### config.mk
export PLATFORM = sky130hd
export DESIGN_NAME = ladder_dac_control
export DESIGN_NICKNAME = d
export VERILOG_FILES = /design/src/verilog/ldac_pkg.sv /design/src/verilog/ldac_pin_mux.sv /design/src/verilog/ladder_dac_control.sv
export SDC_FILE = /design/constraint.sdc
export NUM_CORES = 1
export LEC_CHECK = 0
export BUFFER_PORTS_ARGS = -buffer_cell sky130_fd_sc_hd__buf_2
export CAP_MARGIN = 20
export CORE_AREA = 5 5 63 59
export DETAILED_ROUTE_END_ITERATION = 16
export DIE_AREA = 0 0 68 64
export MAX_ROUTING_LAYER = met4
export PLACE_DENSITY_LB_ADDON = 0.3
export SLEW_MARGIN = 40
export SYNTH_ARGS = -nofsm -noshare
export SYNTH_HDL_FRONTEND = slang
export SYNTH_SLANG_ARGS = --single-unit
### constraint.sdc
create_clock -name mclk -period 1.2 [get_ports mclk]
set_clock_uncertainty 0.15 [all_clocks]
set_input_delay 0.24 -clock mclk [delete_from_list [all_inputs] [get_ports mclk]]
set_output_delay 0.24 -clock mclk [all_outputs]
set_load 0.1 [all_outputs]
### src/verilog/ldac_pkg.sv
// Package with constants and carrier types for the ladder converter control
package ldac_pkg;
  localparam int unsigned LEVEL_W = 5;
  localparam int unsigned LEVELS = 32;
  localparam logic [4:0] LEVEL_ZERO = 5'h00;
  localparam logic [4:0] LEVEL_ONES = 5'h1f;

  typedef enum logic [1:0] {
    LDAC_TOP_SUPPLY = 2'h0,
    LDAC_TOP_EXTREF = 2'h1,
    LDAC_TOP_FIXED  = 2'h2
  } ldac_top_sel_t;

  typedef enum logic {
    LDAC_BOT_GROUND = 1'h0,
    LDAC_BOT_EXTREF = 1'h1
  } ldac_bot_sel_t;

  // Software-visible control bits
  typedef struct packed {
    logic          conv_enable;
    logic          low_power_source_sel;
    logic          pin_output_enable;
    ldac_top_sel_t positive_source_sel;
    ldac_bot_sel_t negative_source_sel;
    logic [4:0]    level_code;
  } ldac_ctrl_t;

  // Analog switch controls toward the ladder
  typedef struct packed {
    logic          top_connect;
    logic          bot_connect;
    ldac_top_sel_t top_sel;
    ldac_bot_sel_t bot_sel;
    logic [4:0]    tap_sel;
    logic          tap_drive;
    logic          route_cmp;
    logic          route_adc;
    logic          route_pin;
  } ldac_ladder_t;

  localparam ldac_ctrl_t CTRL_RESET = '{
    conv_enable:          1'b0,
    low_power_source_sel: 1'b0,
    pin_output_enable:    1'b0,
    positive_source_sel:  LDAC_TOP_SUPPLY,
    negative_source_sel:  LDAC_BOT_GROUND,
    level_code:           5'h00
  };
endpackage

### src/verilog/ldac_pin_mux.sv
// Output pin digital buffer override for the converter pin
`timescale 1ns/1ns
`default_nettype none
module ldac_pin_mux (
  // Converter routing
  input  wire logic analog_sel,
  // Port logic side
  input  wire logic port_out,
  input  wire logic port_tris,
  input  wire logic pad_in,
  // Pad side
  output logic      pad_out,
  output logic      pad_oe_n,
  output logic      pad_ibuf_en,
  output logic      port_read
);
  always_comb begin
    pad_out     = port_out;
    pad_oe_n    = port_tris;
    pad_ibuf_en = 1'b1;
    port_read   = pad_in;
    if (analog_sel) begin
      pad_out     = 1'b0;
      pad_oe_n    = 1'b1;
      pad_ibuf_en = 1'b0;
      port_read   = 1'b0;
    end
  end
endmodule
`default_nettype wire

### src/verilog/ladder_dac_control.sv
// Control logic of the 32-step resistor-ladder reference converter
//
// Contract
// - Ladder tap drives output only while enabled.
// - Five-bit level code selects one of 32.
// - Output is bottom plus difference times code/32.
// - Top: supply, external or fixed; bottom: ground/external.
// - Low-power bit set drops bottom, clear drops top.
// - Output goes to comparator, converter channel, pin.
// - Pin enable bit routes level onto pin.
// - Pin enable kills digital driver and input buffer.
// - Pin digital read returns zero while routed.
`timescale 1ns/1ns
`default_nettype none
module ladder_dac_control (
  // Clock and reset
  input  wire logic                 mclk,
  input  wire logic                 rstn,
  input  wire logic                 clk_en,
  // Software control
  input  wire logic                 ctrl_we,
  input  wire ldac_pkg::ldac_ctrl_t ctrl_wdata,
  output ldac_pkg::ldac_ctrl_t      ctrl_rdata,
  // Ladder switches
  output ldac_pkg::ldac_ladder_t    ladder,
  // Pin port logic, from pad domain
  input  wire logic                 port_out,
  input  wire logic                 port_tris,
  input  wire logic                 pad_in,
  // Pad controls and read
  output logic                      pad_out,
  output logic                      pad_oe_n,
  output logic                      pad_ibuf_en,
  output logic                      port_read
);
  ldac_pkg::ldac_ctrl_t   ctrl_q;
  ldac_pkg::ldac_ctrl_t   ctrl_d;
  ldac_pkg::ldac_ladder_t ladder_q;
  ldac_pkg::ldac_ladder_t ladder_d;
  logic [2:0]             pad_sync_q;
  logic [2:0]             pad_sync_d;
  logic                   pad_in_q;
  logic                   pad_in_d;
  logic                   mux_out;
  logic                   mux_oe_n;
  logic                   mux_ibuf;
  logic                   mux_read;
  logic                   pad_out_q;
  logic                   pad_oe_n_q;
  logic                   pad_ibuf_q;
  logic                   port_read_q;

  // Unused top encoding falls back to the supply rail
  function automatic ldac_pkg::ldac_top_sel_t legal_top(input ldac_pkg::ldac_top_sel_t s);
    case (s)
      ldac_pkg::LDAC_TOP_SUPPLY,
      ldac_pkg::LDAC_TOP_EXTREF,
      ldac_pkg::LDAC_TOP_FIXED: legal_top = s;
      default:                  legal_top = ldac_pkg::LDAC_TOP_SUPPLY;
    endcase
  endfunction

  always_comb begin
    ctrl_d = ctrl_q;
    if (ctrl_we) begin
      ctrl_d = ctrl_wdata;
      ctrl_d.positive_source_sel = legal_top(ctrl_wdata.positive_source_sel);
    end
  end

  // Ladder switch decode; the analog ladder forms bottom + (top-bottom)*code/32
  always_comb begin
    ladder_d.top_sel   = ctrl_q.positive_source_sel;
    ladder_d.bot_sel   = ctrl_q.negative_source_sel;
    ladder_d.tap_sel   = ctrl_q.level_code;
    ladder_d.tap_drive = ctrl_q.conv_enable;
    if (ctrl_q.conv_enable) begin
      ladder_d.top_connect = 1'b1;
      ladder_d.bot_connect = 1'b1;
    end else begin
      // One ladder end stays tied so the output clamps to it
      ladder_d.top_connect = ctrl_q.low_power_source_sel;
      ladder_d.bot_connect = !ctrl_q.low_power_source_sel;
    end
    ladder_d.route_cmp = 1'b1;
    ladder_d.route_adc = 1'b1;
    ladder_d.route_pin = ctrl_q.pin_output_enable;
  end

  // Pad input synchroniser; stage 0 is read only by stage 1
  always_comb begin
    pad_sync_d = {pad_sync_q[1:0], pad_in};
    pad_in_d   = pad_in_q;
    if (pad_sync_q[1] == pad_sync_q[2]) begin
      pad_in_d = pad_sync_q[2];
    end
  end

  ldac_pin_mux u_pin_mux (
    .analog_sel  (ctrl_q.pin_output_enable),
    .port_out    (port_out),
    .port_tris   (port_tris),
    .pad_in      (pad_in_q),
    .pad_out     (mux_out),
    .pad_oe_n    (mux_oe_n),
    .pad_ibuf_en (mux_ibuf),
    .port_read   (mux_read)
  );

  // Control word register
  always_ff @(posedge mclk or negedge rstn) begin
    if (!rstn) begin
      ctrl_q <= ldac_pkg::CTRL_RESET;
    end else if (clk_en) begin
      ctrl_q <= ctrl_d;
    end
  end

  // Ladder switch register; all switches open in reset
  always_ff @(posedge mclk or negedge rstn) begin
    if (!rstn) begin
      ladder_q <= '0;
    end else if (clk_en) begin
      ladder_q <= ladder_d;
    end
  end

  // Pad input synchroniser stages and accepted level
  always_ff @(posedge mclk or negedge rstn) begin
    if (!rstn) begin
      pad_sync_q <= 3'h0;
      pad_in_q   <= 1'b0;
    end else if (clk_en) begin
      pad_sync_q <= pad_sync_d;
      pad_in_q   <= pad_in_d;
    end
  end

  // Pad controls; reset leaves the driver off and the input buffer on
  always_ff @(posedge mclk or negedge rstn) begin
    if (!rstn) begin
      pad_out_q   <= 1'b0;
      pad_oe_n_q  <= 1'b1;
      pad_ibuf_q  <= 1'b1;
      port_read_q <= 1'b0;
    end else if (clk_en) begin
      pad_out_q   <= mux_out;
      pad_oe_n_q  <= mux_oe_n;
      pad_ibuf_q  <= mux_ibuf;
      port_read_q <= mux_read;
    end
  end

  assign ctrl_rdata  = ctrl_q;
  assign ladder      = ladder_q;
  assign pad_out     = pad_out_q;
  assign pad_oe_n    = pad_oe_n_q;
  assign pad_ibuf_en = pad_ibuf_q;
  assign port_read   = port_read_q;
endmodule
`default_nettype wire

==> results.cfg <==
[route]
routed_wl_um = 2990
drt_iter0_drc = 26
viasPerCell = 4.65
wl_per_cell_um = 14.9
via_count = 934
drc_errors = 0
first_pass_iters = 2
ant_nets = 0

[global_route]
gr-total-overflow = 0
grt_max_degree = 22
grt.total_usage = 0.153
grt_pass1_wl_um = 4730
grt_pass1_vias = 1023
antenna_found_initial = 0

[timing]
finalCritPeriodShare = 1.27
rsz0062_at_grt = yes
finalMaxSlewViolations = 0
hold_viol = 0
fin_ws_ns = -0.323
finalSetupViolations = 29
clock.fmax_mhz = 657
tightest_slew_ns = 0.369
max_slew_margin = 0.754
layout_min_cycle_time_ns = 1.52

[critical_path]
path_delay_family = flip-flops
critPathArrivalTime_ns = 1.13
crit_type = flip-flop to output pin
crit_fanout = 2
cpMaxStageDelayCell = dfstp_4
startpoint_type = flip-flop
setup.worst_path.end_class = output pin
path_buf_inv = 1
critPathRequiredTime_ns = 0.81
critPathMaxStageDelay_ns = 0.64
path_cells = buf_12

[floorplan]
start_util = 0.459
rows = 19
die_w_um = 68
io_pins = 47
dieArea_um2 = 4350
die_h_um = 64
core-area_um2 = 2970

[logic_synthesis]
avgSynthCellArea_um2 = 14.5
synth_nets = 112
synth_area_leaders = dfrtp_1 (55%), mux2_2 (12%), mux2_4 (11%)
synth_edf_count = 0
yosysUniqueCellTypes = 22
synth_area_um2 = 1360
seq_area_frac_synth = 0.590
synth_top_area_frac = 0.551
yosysTopAreaCell = dfrtp_1
synth_async_sr_flop_share = 1.00
ys_ff_latch = 32
synthFlopType = dfrtp_1
yosysWarnings = 0
syn_inst = 94

[clock_tree]
cts_made_buffers = 5
cts_root_buf = clkbuf_4
clk_pin_slew_worst_paths_ns = 0.10
h-tree-depth = 2
cts_tree = done
cts_sinks = 32
clk_latency_ns = 0.32
cts.path.max_buffers = 2

[pwr]
peakVddDrop_uv = 1330
fin_total_pwr_uw = 4400
powerDensity_nw_per_um2 = 1900
p_leak_uw = 0.00107

[layout]
area_growth_pct = 70.1
fin_nets = 176
drive_gt1_frac = 0.711
antenna-diode-count = 0
fin_area_um2 = 2320
multi_input_area_um2 = 430
layout_commonest_cell = buf_12
final_cell_mix = buf_12 (31), buf_2 (17), dfrtp_2 (16)
regArea_um2 = 838
fin_util = 0.780
nFillCells = 180

[outcome]
violations = setup timing
status = finished with violations

[placed_design]
io_buffer_count = 46
dpl_worst_slack_ns = -0.0135
gp_congestion = 0.644
placedInstanceArea_um2 = 2040
dp_hpwl_um = 2030

[worst_hold_path]
min_path_type = input pin to flip-flop

[job]
cap_violations = 0
## cells in the mapped netlist, types with 2 or more instances
cell type  count
a21oi_1        2
buf_4         12
buf_6          2
dfrtp_1       30
dfstp_2        2
inv_1          3
mux2_2        14
mux2_4        10
nand2_1        2
nor2_1         4
nor2b_1        2
## kinds of logic after synthesis
group,Yosys count,synth area share
buffers and inverters,18,0.0946
and+or+nand+nor,12,0.0487
muxes,25,0.233
AOI/OAI and AO/OA,7,0.0340
DFF,32,0.590
## cell type report
type / instances / area share
Clock buffer: 8 / 0.0297
Inverter: 3 / 0.00486
Sequential cell: 32 / 0.362
Tap cell: 42 / 0.0227
Multi-Input combinational cell: 44 / 0.186
Timing Repair Buffer: 72 / 0.395
## flip-flops by register name, indices dropped and copies added, names as in the netlist
| signal | count |
|---|---|
| pad_oe_n | 1 |
| port_read | 1 |
| ctrl_rdata | 11 |
| pad_out | 1 |
| pad_sync_q | 3 |
| ladder | 13 |
| pad_in_q | 1 |
| pad_ibuf_en | 1 |
## power breakdown
part | internal, µW | switching [µW]
Combinational | 880 | 1360
Sequential | 1290 | 187
Clock | 345 | 335
## final timing paths
kind / startpoint / endpoint / slack [ns] / cells past startpoint
setup / recovery: pad_oe_n / pad_oe_n / -0.32 / 1
max in group asynchronous: rstn / ladder[11] / 0.27 / 3
setup reg to reg: ctrl_rdata[9] / ctrl_rdata[9] / 0.04 / 2
min in group asynchronous: rstn / pad_out / 0.20 / 2
hold / removal: port_tris / pad_oe_n / 0.05 / 3
hold reg to reg: pad_sync_q[2] / pad_in_q / 0.36 / 1
## layer usage
layer	wire [µm]	up-vias	GRT usage
met1	1100	466	0.149
met3	193	5	0.0648
met2	1650	31	0.271
li1	-	432	-
met4	34	0	0.0447
met5	0	-	-
## through the flow
stage | TNS (ns) | cells | hold slack (ns)
finish | -3.91 | 201 | 0.0507
global route | -5.28 | 201 | 0.0503
CTS | -4.51 | 199 | 0.00170
detailed placement | -0.0135 | 170 | 0.0243
global placement | -0.00229 | 170 | 0.0210
floorplan | -0.136 | 94 | -0.206
## timing repair
| action | CTS | global route |
|---|---|---|
| resized for setup | 2 | 0 |
| hold endpoints to repair | 42 | 1 |
| endpoints found under the setup margin | 29 | 29 |
| hold buffers | 11 | 1 |
| setup buffers | 10 | 1 |
Power figures use the tool's default switching activity.
